`src/common/rtcca_defines.svh`:
```
// Offsets, field positions, reset values and timing counts of the calendar core.
// Assumes inclusion by bare name from design files; definitions only.
`ifndef RTCCA_DEFINES_SVH
`define RTCCA_DEFINES_SVH

// Register byte offsets
`define RTCCA_ADDR_SEC      8'h02
`define RTCCA_ADDR_MIN      8'h03
`define RTCCA_ADDR_HOUR     8'h04
`define RTCCA_ADDR_DAY      8'h05
`define RTCCA_ADDR_WDAY     8'h06
`define RTCCA_ADDR_MON      8'h07
`define RTCCA_ADDR_YEAR     8'h08
`define RTCCA_ADDR_AMIN     8'h09
`define RTCCA_ADDR_AHOUR    8'h0a
`define RTCCA_ADDR_ADAY     8'h0b
`define RTCCA_ADDR_AWDAY    8'h0c

// Field positions
`define RTCCA_FLAG_BIT      7
`define RTCCA_SEC_MSB       6
`define RTCCA_HOUR_MSB      5
`define RTCCA_MON_MSB       4
`define RTCCA_WDAY_MSB      2

// BCD limits
`define RTCCA_SEC_MAX       8'h59
`define RTCCA_MIN_MAX       8'h59
`define RTCCA_HOUR_MAX      8'h23
`define RTCCA_MON_MAX       8'h12
`define RTCCA_YEAR_MAX      8'h99
`define RTCCA_WDAY_MAX      8'h06
`define RTCCA_DAY_FIRST     8'h01
`define RTCCA_MON_FIRST     8'h01

// Reset values
`define RTCCA_RST_TIME      8'h00
`define RTCCA_RST_DATE      8'h01
`define RTCCA_RST_FLAG      1'b1
`define RTCCA_RST_ALARM     8'h80

// Timing
`define RTCCA_CLK_PERIOD_NS 10
`define RTCCA_TICK_PERIOD_NS 1000000000
`define RTCCA_TICK_CYCLES   (`RTCCA_TICK_PERIOD_NS / `RTCCA_CLK_PERIOD_NS)

`endif

```
`src/common/rtcca_pkg.sv`:
```
// Types shared by the calendar core and its bench.
// Assumes nothing of its surroundings.
package rtcca_pkg;

  typedef logic [7:0]  rtcca_byte_t;
  typedef logic [31:0] rtcca_count_t;

endpackage : rtcca_pkg

```
`src/design/rtcca_core.sv`:
```
// Timekeeping, calendar and alarm compare core with a byte register port.
// Assumes a control block that drives stop, flag clear and irq enable on sys_clk_in,
// and an asynchronous supply fail level from a power detector.
//
// Overview of operation
// - Seconds count kept in BCD in bits 6..0, advancing each second tick.
// - Seconds bit 7 is the integrity flag; 1 means time may be wrong.
// - Minutes BCD 00..59 in bits 6..0; bit 7 unused.
// - Hours BCD 00..23 in bits 5..0; bits 7..6 unused.
// - Day of month BCD 01..31 in bits 5..0; bits 7..6 unused.
// - February runs to day 29 in a leap year.
// - Weekday 0..6 in bits 2..0, cyclic; bits 7..3 unused.
// - Month bit 7 is century: 0 means 20xx, 1 means 19xx.
// - Year wrap from 99 to 00 inverts the century bit.
// - Month BCD 01..12 in bits 4..0; bits 6..5 unused.
// - Year BCD 00..99 across all eight bits.
// - Alarm flag set when at least one alarm field is enabled and all enabled fields equal current time.
// - Alarm flag stays set until software clears it.
// - After clearing, flag sets again only on a later new match.
// - Alarm fields with disable bit 1 are left out of the compare.
// - Minute alarm: disable in bit 7, BCD minute in bits 6..0.
// - Hour alarm: disable in bit 7, BCD hour in bits 5..0.
// - Day alarm: disable in bit 7, BCD day in bits 5..0.
// - Weekday alarm: disable in bit 7, weekday in bits 2..0.
// - Stop control holds the divider at zero; no counter advances.
// - Alarm sets the flag; with irq enable the interrupt goes active.
`include "rtcca_defines.svh"
`timescale 1ns/1ps
`default_nettype none

module rtcca_core #(
  parameter int unsigned TICK_CYCLES = `RTCCA_TICK_CYCLES
) (
  input  wire logic                sys_clk_in,
  input  wire logic                sys_rst_in,
  input  wire rtcca_pkg::rtcca_byte_t reg_addr_in,
  input  wire logic                reg_wr_in,
  input  wire rtcca_pkg::rtcca_byte_t reg_wdata_in,
  input  wire logic                reg_rd_in,
  input  wire logic                stop_in,
  input  wire logic                alarm_flag_clear_in,
  input  wire logic                alarm_irq_enable_in,
  input  wire logic                supply_fail_in,
  output logic                     reg_rvalid_out,
  output rtcca_pkg::rtcca_byte_t   reg_rdata_out,
  output logic                     alarm_match_flag_out,
  output logic                     alarm_irq_n_out
);
  import rtcca_pkg::*;

  ////////////////////////////////////////////////////////////////////////////
  // Helpers

  function automatic rtcca_byte_t bcd_inc(input rtcca_byte_t v, input rtcca_byte_t lim,
                                          input rtcca_byte_t lo);
    if (v >= lim) begin
      bcd_inc = lo;
    end else if (v[3:0] >= 4'h9) begin
      bcd_inc = {v[7:4] + 4'h1, 4'h0};
    end else begin
      bcd_inc = v + 8'h01;
    end
  endfunction : bcd_inc

  // Tens parity picks which units digits make the binary year divisible by four
  function automatic logic is_leap(input rtcca_byte_t y);
    if (y[4]) begin
      is_leap = (y[3:0] == 4'h2) || (y[3:0] == 4'h6);
    end else begin
      is_leap = (y[3:0] == 4'h0) || (y[3:0] == 4'h4) || (y[3:0] == 4'h8);
    end
  endfunction : is_leap

  function automatic rtcca_byte_t month_last(input logic [4:0] m, input logic leap);
    case (m)
      5'h02: month_last = leap ? 8'h29 : 8'h28;
      5'h04, 5'h06, 5'h09, 5'h11: month_last = 8'h30;
      default: month_last = 8'h31;
    endcase
  endfunction : month_last

  ////////////////////////////////////////////////////////////////////////////
  // State

  logic [6:0]   sec, min;
  logic [5:0]   hour, day;
  logic [4:0]   mon;
  logic [2:0]   wday;
  logic         integrity_flag, century;
  rtcca_byte_t  year;
  rtcca_byte_t  alarm_min, alarm_hour, alarm_day, alarm_wday;
  rtcca_count_t div_cnt;
  logic         tick, tick_q;
  logic         match_prev, alarm_flag;
  logic [2:0]   fail_sync;
  logic         fail_level;
  logic         c_sec, c_min, c_hour, c_day, c_mon, c_year;
  rtcca_byte_t  day_last;
  rtcca_byte_t  next_sec, next_min, next_hour, next_day, next_wday, next_mon, next_year;
  logic         match_now, new_match, next_alarm_flag;
  rtcca_byte_t  next_rdata;
  logic         wr_sec, wr_min, wr_hour, wr_day, wr_wday, wr_mon, wr_year;
  assign wr_sec  = reg_wr_in && (reg_addr_in == `RTCCA_ADDR_SEC);
  assign wr_min  = reg_wr_in && (reg_addr_in == `RTCCA_ADDR_MIN);
  assign wr_hour = reg_wr_in && (reg_addr_in == `RTCCA_ADDR_HOUR);
  assign wr_day  = reg_wr_in && (reg_addr_in == `RTCCA_ADDR_DAY);
  assign wr_wday = reg_wr_in && (reg_addr_in == `RTCCA_ADDR_WDAY);
  assign wr_mon  = reg_wr_in && (reg_addr_in == `RTCCA_ADDR_MON);
  assign wr_year = reg_wr_in && (reg_addr_in == `RTCCA_ADDR_YEAR);
  ////////////////////////////////////////////////////////////////////////////
  // Second divider

  always_ff @(posedge sys_clk_in) begin
    if (sys_rst_in || stop_in) begin
      div_cnt <= '0;
    end else if (div_cnt >= TICK_CYCLES - 32'd1) begin
      div_cnt <= '0;
    end else begin
      div_cnt <= div_cnt + 32'd1;
    end
  end
  assign tick = !stop_in && (div_cnt >= TICK_CYCLES - 32'd1);
  always_ff @(posedge sys_clk_in) begin
    if (sys_rst_in) begin
      tick_q <= 1'b0;
    end else begin
      tick_q <= tick;
    end
  end

  ////////////////////////////////////////////////////////////////////////////
  // Carry chain

  always_comb begin
    day_last  = month_last(mon, is_leap(year));
    c_sec     = tick && ({1'b0, sec} >= `RTCCA_SEC_MAX);
    c_min     = c_sec && ({1'b0, min} >= `RTCCA_MIN_MAX);
    c_hour    = c_min && ({2'b00, hour} >= `RTCCA_HOUR_MAX);
    c_day     = c_hour && ({2'b00, day} >= day_last);
    c_mon     = c_day && ({3'b000, mon} >= `RTCCA_MON_MAX);
    c_year    = c_mon && (year >= `RTCCA_YEAR_MAX);
    next_sec  = bcd_inc({1'b0, sec}, `RTCCA_SEC_MAX, `RTCCA_RST_TIME);
    next_min  = bcd_inc({1'b0, min}, `RTCCA_MIN_MAX, `RTCCA_RST_TIME);
    next_hour = bcd_inc({2'b00, hour}, `RTCCA_HOUR_MAX, `RTCCA_RST_TIME);
    next_day  = bcd_inc({2'b00, day}, day_last, `RTCCA_DAY_FIRST);
    next_wday = bcd_inc({5'b00000, wday}, `RTCCA_WDAY_MAX, `RTCCA_RST_TIME);
    next_mon  = bcd_inc({3'b000, mon}, `RTCCA_MON_MAX, `RTCCA_MON_FIRST);
    next_year = bcd_inc(year, `RTCCA_YEAR_MAX, `RTCCA_RST_TIME);
  end

  ////////////////////////////////////////////////////////////////////////////
  // Time counters; a host write to a field wins over its own count

  always_ff @(posedge sys_clk_in) begin
    if (sys_rst_in) begin
      sec <= 7'(`RTCCA_RST_TIME);
    end else if (wr_sec) begin
      sec <= reg_wdata_in[`RTCCA_SEC_MSB:0];
    end else if (tick) begin
      sec <= next_sec[`RTCCA_SEC_MSB:0];
    end
  end
  always_ff @(posedge sys_clk_in) begin
    if (sys_rst_in) begin
      min <= 7'(`RTCCA_RST_TIME);
    end else if (wr_min) begin
      min <= reg_wdata_in[`RTCCA_SEC_MSB:0];
    end else if (c_sec) begin
      min <= next_min[`RTCCA_SEC_MSB:0];
    end
  end
  always_ff @(posedge sys_clk_in) begin
    if (sys_rst_in) begin
      hour <= 6'(`RTCCA_RST_TIME);
    end else if (wr_hour) begin
      hour <= reg_wdata_in[`RTCCA_HOUR_MSB:0];
    end else if (c_min) begin
      hour <= next_hour[`RTCCA_HOUR_MSB:0];
    end
  end
  always_ff @(posedge sys_clk_in) begin
    if (sys_rst_in) begin
      day <= 6'(`RTCCA_RST_DATE);
    end else if (wr_day) begin
      day <= reg_wdata_in[`RTCCA_HOUR_MSB:0];
    end else if (c_hour) begin
      day <= next_day[`RTCCA_HOUR_MSB:0];
    end
  end
  // Weekday only cycles; no tie to the date, so the host owns its meaning
  always_ff @(posedge sys_clk_in) begin
    if (sys_rst_in) begin
      wday <= 3'(`RTCCA_RST_TIME);
    end else if (wr_wday) begin
      wday <= reg_wdata_in[`RTCCA_WDAY_MSB:0];
    end else if (c_hour) begin
      wday <= next_wday[`RTCCA_WDAY_MSB:0];
    end
  end
  always_ff @(posedge sys_clk_in) begin
    if (sys_rst_in) begin
      mon <= 5'(`RTCCA_RST_DATE);
    end else if (wr_mon) begin
      mon <= reg_wdata_in[`RTCCA_MON_MSB:0];
    end else if (c_day) begin
      mon <= next_mon[`RTCCA_MON_MSB:0];
    end
  end
  always_ff @(posedge sys_clk_in) begin
    if (sys_rst_in) begin
      century <= 1'b0;
    end else if (wr_mon) begin
      century <= reg_wdata_in[`RTCCA_FLAG_BIT];
    end else if (c_year) begin
      century <= !century;
    end
  end
  always_ff @(posedge sys_clk_in) begin
    if (sys_rst_in) begin
      year <= `RTCCA_RST_TIME;
    end else if (wr_year) begin
      year <= reg_wdata_in;
    end else if (c_mon) begin
      year <= next_year;
    end
  end

  ////////////////////////////////////////////////////////////////////////////
  // Integrity flag; supply fail wins over a host clear in the same cycle

  always_ff @(posedge sys_clk_in) begin
    if (sys_rst_in) begin
      fail_sync <= 3'h0;
    end else begin
      fail_sync <= {fail_sync[1:0], supply_fail_in};
    end
  end
  assign fail_level = fail_sync[1] && fail_sync[2];
  always_ff @(posedge sys_clk_in) begin
    if (sys_rst_in) begin
      integrity_flag <= `RTCCA_RST_FLAG;
    end else if (fail_level) begin
      integrity_flag <= 1'b1;
    end else if (wr_sec) begin
      integrity_flag <= reg_wdata_in[`RTCCA_FLAG_BIT];
    end
  end

  ////////////////////////////////////////////////////////////////////////////
  // Alarm registers; unused bits are dropped on write

  always_ff @(posedge sys_clk_in) begin
    if (sys_rst_in) begin
      alarm_min  <= `RTCCA_RST_ALARM;
      alarm_hour <= `RTCCA_RST_ALARM;
      alarm_day  <= `RTCCA_RST_ALARM;
      alarm_wday <= `RTCCA_RST_ALARM;
    end else if (reg_wr_in) begin
      case (reg_addr_in)
        `RTCCA_ADDR_AMIN:  alarm_min  <= reg_wdata_in & 8'hff;
        `RTCCA_ADDR_AHOUR: alarm_hour <= reg_wdata_in & 8'hbf;
        `RTCCA_ADDR_ADAY:  alarm_day  <= reg_wdata_in & 8'hbf;
        `RTCCA_ADDR_AWDAY: alarm_wday <= reg_wdata_in & 8'h87;
        default: ;
      endcase
    end
  end

  ////////////////////////////////////////////////////////////////////////////
  // Alarm compare, judged one cycle after each tick on the updated time

  always_comb begin
    match_now = (alarm_min[`RTCCA_FLAG_BIT]  || (alarm_min[6:0] == min))
             && (alarm_hour[`RTCCA_FLAG_BIT] || (alarm_hour[5:0] == hour))
             && (alarm_day[`RTCCA_FLAG_BIT]  || (alarm_day[5:0] == day))
             && (alarm_wday[`RTCCA_FLAG_BIT] || (alarm_wday[2:0] == wday))
             && !(alarm_min[7] && alarm_hour[7] && alarm_day[7] && alarm_wday[7]);
    new_match = tick_q && match_now && !match_prev;
    if (new_match) begin
      next_alarm_flag = 1'b1;
    end else if (alarm_flag_clear_in) begin
      next_alarm_flag = 1'b0;
    end else begin
      next_alarm_flag = alarm_flag;
    end
  end

  // Every cycle, so host writes before a tick count as the pre-increment state
  always_ff @(posedge sys_clk_in) begin
    if (sys_rst_in) begin
      match_prev <= 1'b0;
    end else begin
      match_prev <= match_now;
    end
  end
  always_ff @(posedge sys_clk_in) begin
    if (sys_rst_in) begin
      alarm_flag <= 1'b0;
    end else begin
      alarm_flag <= next_alarm_flag;
    end
  end
  // Active low to suit an open-drain pin driver outside
  always_ff @(posedge sys_clk_in) begin
    if (sys_rst_in) begin
      alarm_irq_n_out <= 1'b1;
    end else begin
      alarm_irq_n_out <= !(alarm_flag && alarm_irq_enable_in);
    end
  end
  assign alarm_match_flag_out = alarm_flag;

  ////////////////////////////////////////////////////////////////////////////
  // Read port

  always_comb begin
    case (reg_addr_in)
      `RTCCA_ADDR_SEC:   next_rdata = {integrity_flag, sec};
      `RTCCA_ADDR_MIN:   next_rdata = {1'b0, min};
      `RTCCA_ADDR_HOUR:  next_rdata = {2'b00, hour};
      `RTCCA_ADDR_DAY:   next_rdata = {2'b00, day};
      `RTCCA_ADDR_WDAY:  next_rdata = {5'b00000, wday};
      `RTCCA_ADDR_MON:   next_rdata = {century, 2'b00, mon};
      `RTCCA_ADDR_YEAR:  next_rdata = year;
      `RTCCA_ADDR_AMIN:  next_rdata = alarm_min;
      `RTCCA_ADDR_AHOUR: next_rdata = alarm_hour;
      `RTCCA_ADDR_ADAY:  next_rdata = alarm_day;
      `RTCCA_ADDR_AWDAY: next_rdata = alarm_wday;
      default:           next_rdata = 8'h00;
    endcase
  end
  always_ff @(posedge sys_clk_in) begin
    if (sys_rst_in) begin
      reg_rvalid_out <= 1'b0;
      reg_rdata_out  <= 8'h00;
    end else begin
      reg_rvalid_out <= reg_rd_in;
      if (reg_rd_in) begin
        reg_rdata_out <= next_rdata;
      end
    end
  end

  ////////////////////////////////////////////////////////////////////////////
  // Assertions

  sec_advance_a: assert property (@(posedge sys_clk_in) disable iff (sys_rst_in)
    tick && !wr_sec && (sec[3:0] < 4'h9) && ({1'b0, sec} < `RTCCA_SEC_MAX)
      |=> sec == $past(sec) + 7'h01)
    else $error("seconds did not advance on tick");
  sec_wrap_a: assert property (@(posedge sys_clk_in) disable iff (sys_rst_in)
    tick && !wr_sec && !wr_min && ({1'b0, sec} == `RTCCA_SEC_MAX) && (min[3:0] < 4'h9)
      && ({1'b0, min} < `RTCCA_MIN_MAX) |=> (sec == 7'h00) && (min == $past(min) + 7'h01))
    else $error("seconds wrap did not carry into minutes");
  leap_feb_a: assert property (@(posedge sys_clk_in) disable iff (sys_rst_in)
    c_hour && !wr_day && !wr_mon && (mon == 5'h02) && (day == 6'h28) && is_leap(year)
      |=> (day == 6'h29) && (mon == 5'h02))
    else $error("leap February did not reach day 29");
  century_flip_a: assert property (@(posedge sys_clk_in) disable iff (sys_rst_in)
    c_year && !wr_mon && !wr_year |=> (century != $past(century)) && (year == 8'h00))
    else $error("century bit not inverted on year wrap");
  stop_hold_a: assert property (@(posedge sys_clk_in) disable iff (sys_rst_in)
    stop_in ##1 stop_in |-> (div_cnt == '0) && !tick)
    else $error("divider not held at zero while stopped");
  flag_set_a: assert property (@(posedge sys_clk_in) disable iff (sys_rst_in)
    new_match |=> alarm_flag)
    else $error("alarm flag not set on new match");
  flag_sticky_a: assert property (@(posedge sys_clk_in) disable iff (sys_rst_in)
    alarm_flag && !alarm_flag_clear_in |=> alarm_flag)
    else $error("alarm flag dropped without a clear");
  flag_rise_a: assert property (@(posedge sys_clk_in) disable iff (sys_rst_in)
    !alarm_flag ##1 alarm_flag |-> $past(tick_q) && $past(match_now) && !$past(match_prev))
    else $error("alarm flag set without a new match after a tick");
  irq_drive_a: assert property (@(posedge sys_clk_in) disable iff (sys_rst_in)
    alarm_flag && alarm_irq_enable_in |=> !alarm_irq_n_out)
    else $error("interrupt not active with flag and enable");
  unused_zero_a: assert property (@(posedge sys_clk_in) disable iff (sys_rst_in)
    reg_rd_in && (reg_addr_in == `RTCCA_ADDR_HOUR) |=> reg_rvalid_out
      && (reg_rdata_out[7:6] == 2'b00))
    else $error("unused hour bits read nonzero");
  integrity_set_a: assert property (@(posedge sys_clk_in) disable iff (sys_rst_in)
    fail_level |=> integrity_flag)
    else $error("integrity flag not set on supply fail");

  cover_alarm_c: cover property (@(posedge sys_clk_in) disable iff (sys_rst_in)
    new_match ##1 alarm_flag);
  cover_year_c: cover property (@(posedge sys_clk_in) disable iff (sys_rst_in)
    c_year);
  cover_clear_c: cover property (@(posedge sys_clk_in) disable iff (sys_rst_in)
    alarm_flag ##1 alarm_flag_clear_in ##1 !alarm_flag);
  cover_stop_c: cover property (@(posedge sys_clk_in) disable iff (sys_rst_in)
    stop_in ##1 !stop_in);

endmodule : rtcca_core

`default_nettype wire

```
`config.mk`:
```
export PLATFORM = sky130hd
export DESIGN_NAME = rtcca_core
export DESIGN_NICKNAME = d
export VERILOG_FILES = /design/src/common/rtcca_pkg.sv /design/src/design/rtcca_core.sv
export VERILOG_INCLUDE_DIRS = /design/src /design/src/common
export SDC_FILE = /design/constraint.sdc
export NUM_CORES = 1
export LEC_CHECK = 0
export BUFFER_PORTS_ARGS = -buffer_cell sky130_fd_sc_hd__buf_2
export CORE_ASPECT_RATIO = 0.9
export CORE_UTILIZATION = 65
export DETAILED_ROUTE_END_ITERATION = 10
export GPL_ROUTABILITY_DRIVEN = 1
export HOLD_SLACK_MARGIN = 0.02
export PLACE_DENSITY = 0.81
export SETUP_SLACK_MARGIN = 0.05
export SYNTH_ARGS = -nofsm -noshare
export SYNTH_HDL_FRONTEND = slang
export SYNTH_SLANG_ARGS = --single-unit
```
`constraint.sdc`:
```
create_clock -name sys_clk_in -period 5 [get_ports sys_clk_in]
set_clock_uncertainty 0.2 [all_clocks]
set_input_delay 0 -clock sys_clk_in [delete_from_list [all_inputs] [get_ports sys_clk_in]]
set_output_delay 0 -clock sys_clk_in [all_outputs]
set_load 0.005 [all_outputs]
```
==> reports/results.ini <==
[timing]
slew_headroom_pct=35.9
drv_slew=0
finalCritPeriodShare_pct=81.5
max_freq_mhz=245
setup_viol=0
timing.final.ws_setup_ns=0.923
worst_slew_pin_slew_ns=0.961
fin_crit_ns=4.08
fin_hold_ws_ns=0.0601
rsz0062_at_grt=no
setup_tns_ns=0
hold_violations=0

[critical_path]
critPathLaunchType=flip-flop
worstSetupPathType=flip-flop to flip-flop
slowest_delay_ns=0.56
required_ns=5.14
cp-end-kind=flip-flop
crit_slowest_cell=or4_1
crit_chain=ha_1, nor4b_1, o221ai_1, o211a_1, ha_1, nor4b_1, o211ai_2, nand2_1, nor2_1, nand2_2, or4_1, a31oi_1
crit_fanout=8
cp_data_arrival_time_ns=4.21
r2r-start=mon[1]
crit_start=mon[1]

[floorplanning]
dieArea_sq_um=10900
core_sq_um=10200
rows=35
die_w_um=110
ios=35
die_y_um=99.1
floorplan.initialDensity_pct=66.7

[power_and_ir_drop]
power_frac_seq_pct=42.5
clkPwrFrac_pct=53.0
combPwrFrac_pct=4.5
irDropWorstVdd_uv=484
p_leak_nw=2.89
power.total_mw=2.26
p_int_mw=1.75
pwr_density_cell_nw_per_um2=291
power_switching_uw=510
p_sw_share_pct=22.5

[global_routing]
grt_max_degree=89
grt_overflow=0
antenna_found_initial=0
grt_pass1_vias=6119
grt_pass1_wl_um=31700
track_usage_pct=38.7

[routing]
ant_nets=0
vias=6655
wl_um=20200
dr.first_iter.drc_count=908
first_pass_iters=6
viasPerCell=6.64
drc_errors=0
wire_per_inst_um=20.2

[cts]
cts_setup_buffers=0
cts-resized-gates=0
cts_tree=yes
numCtsBuffers=17
ctsRootBufferMaster=clkbuf_16
clk_path_buf_depth=2
htreeDepth=4
clk_pin_slew_worst_paths_ns=0.06
clock_latency_ns=0.42
clkSinkCount=118

[synthesis]
synth_seq_cells=118
synthFlopType=dfxtp_1
synth.area.top_cells=dfxtp_1, ha_1, nor2_1, nand2_1, xor2_1
synth_warnings=0
netlist_area_sq_um=6810
synthTopCellsByCount=dfxtp_1, nor2_1, nand2_1
ys_seq_area_share_pct=34.7
yosysTopAreaCellShare_pct=34.7
synthCells=827
synth_most_common_cell=dfxtp_1
synth_cell_types=74
synthArstFlopShare_pct=0
synth_area_leader_cell=dfxtp_1
syn_avg_cell_area_sq_um=8.23
synth_edf_count=0

[job]
cap_violations=0

[place]
dpl-instance-area_sq_um=6980
port_buffers=34
dpl_worst_slack_ns=1.05
hpwl_um=13600
gp_congestion=0.966

[hold_path]
hold_start=reg_addr_in[4]
hp-class=input port to flip-flop

[cells_and_area]
layout-drive-gt1-share_pct=10.4
fin_nets=921
fin_area_sq_um=7770
syn_to_final_growth_pct=14.1
diodes=0

[run_status]
status=complete, no violations

==> placed cells by master, fill, tap and decap left out, types with 21 or more instances in the layout <==
cell           netlist  layout
ha_1                35      35
nand3_1             38      38
dfxtp_1            118     118
dlygate4sd3_1        0      21
inv_1               25      25
buf_2                4      34
xor2_1              32      32
o21ai_0             24      24
a21oi_1             49      49
nand2_1             86      86
nor2_1             108     108
==> cells by family after synthesis <==
| logic type | after synthesis | synth area share (%) |
|---|---|---|
| mux | 18 | 3.97 |
| simple gates | 348 | 25.2 |
| fa+ha+maj | 35 | 6.44 |
| compound gates | 190 | 19.5 |
| other cells | 1 | 0.0551 |
| buf+inv | 70 | 4.06 |
| flops | 118 | 34.7 |
| xor+xnor | 47 | 6.05 |
==> state kept, by name (all words and copies together), names as in the netlist <==
signal / count
div_cnt: 32
alarm_min: 8
reg_rdata_out: 8
year: 8
alarm_day: 7
alarm_hour: 7
min: 7
sec: 7
day: 6
hour: 6
mon: 5
alarm_wday: 4
fail_sync: 3
wday: 3
alarm_irq_n_out: 1
alarm_match_flag_out: 1
century: 1
integrity_flag: 1
match_prev: 1
reg_rvalid_out: 1
tick_q: 1
==> repair_timing <==
item	in CTS	in global routing
endpoints found under the hold margin	83	0
hold buffers	21	0
endpoints found under the setup margin	0	0
==> per-stage QoR <==
step           instances  utilization (%)
5_1_grt             1003             76.1
3_5_place_dp         951             68.4
2_1_floorplan        831                -
3_3_place_gp         951             68.4
6_report            1003             76.1
4_1_cts             1003             76.1
==> path summary, 6_finish.rpt <==
check        cells after the start  slack (ns)       endpoint
max                             12        0.92        year[7]
min                              5        0.06  alarm_wday[1]
max reg2reg                     12        0.92        year[7]
min reg2reg                      1        0.25     div_cnt[0]
==> power groups by stage <==
stage	logic, mW	clock network [mW]	registers (mW)
floorplan	0.0571	0	0.974
global placement	0.0827	0	0.980
detailed placement	0.0850	0	0.980
CTS	0.0964	1.20	0.960
global route	0.107	1.24	0.962
finish	0.101	1.20	0.962
==> cell type report <==
class | count | area (sq um)
multi-input combinational | 643 | 4180
tap | 129 | 161
inverter | 26 | 97.6
sequential | 118 | 2360
clock inverter | 9 | 101
fill | 761 | 2440
timing repair buffer | 56 | 388
clock buffer | 22 | 474
==> per-layer routing <==
| metal | up-vias | global-route usage [%] | routed length (um) | share of wire, % |
|---|---|---|---|---|
| li1 | 3055 | - | - | - |
| met5 | - | 0 | 0 | 0 |
| met4 | 0 | 16.8 | 784 | 3.9 |
| met2 | 421 | 56.4 | 8650 | 43 |
| met1 | 3098 | 52.4 | 8380 | 41 |
| met3 | 81 | 12.0 | 2410 | 12 |
==> worst max-delay path: cells and delay by family (launching register included) <==
family,cells,cell delay [ns]
DFF,1,0.47
adders and majority gates,2,0.54
AOI/OAI and AO/OA,4,0.87
and+or+nand+nor,6,1.93
No activity file was read; power rests on OpenSTA's default activity.
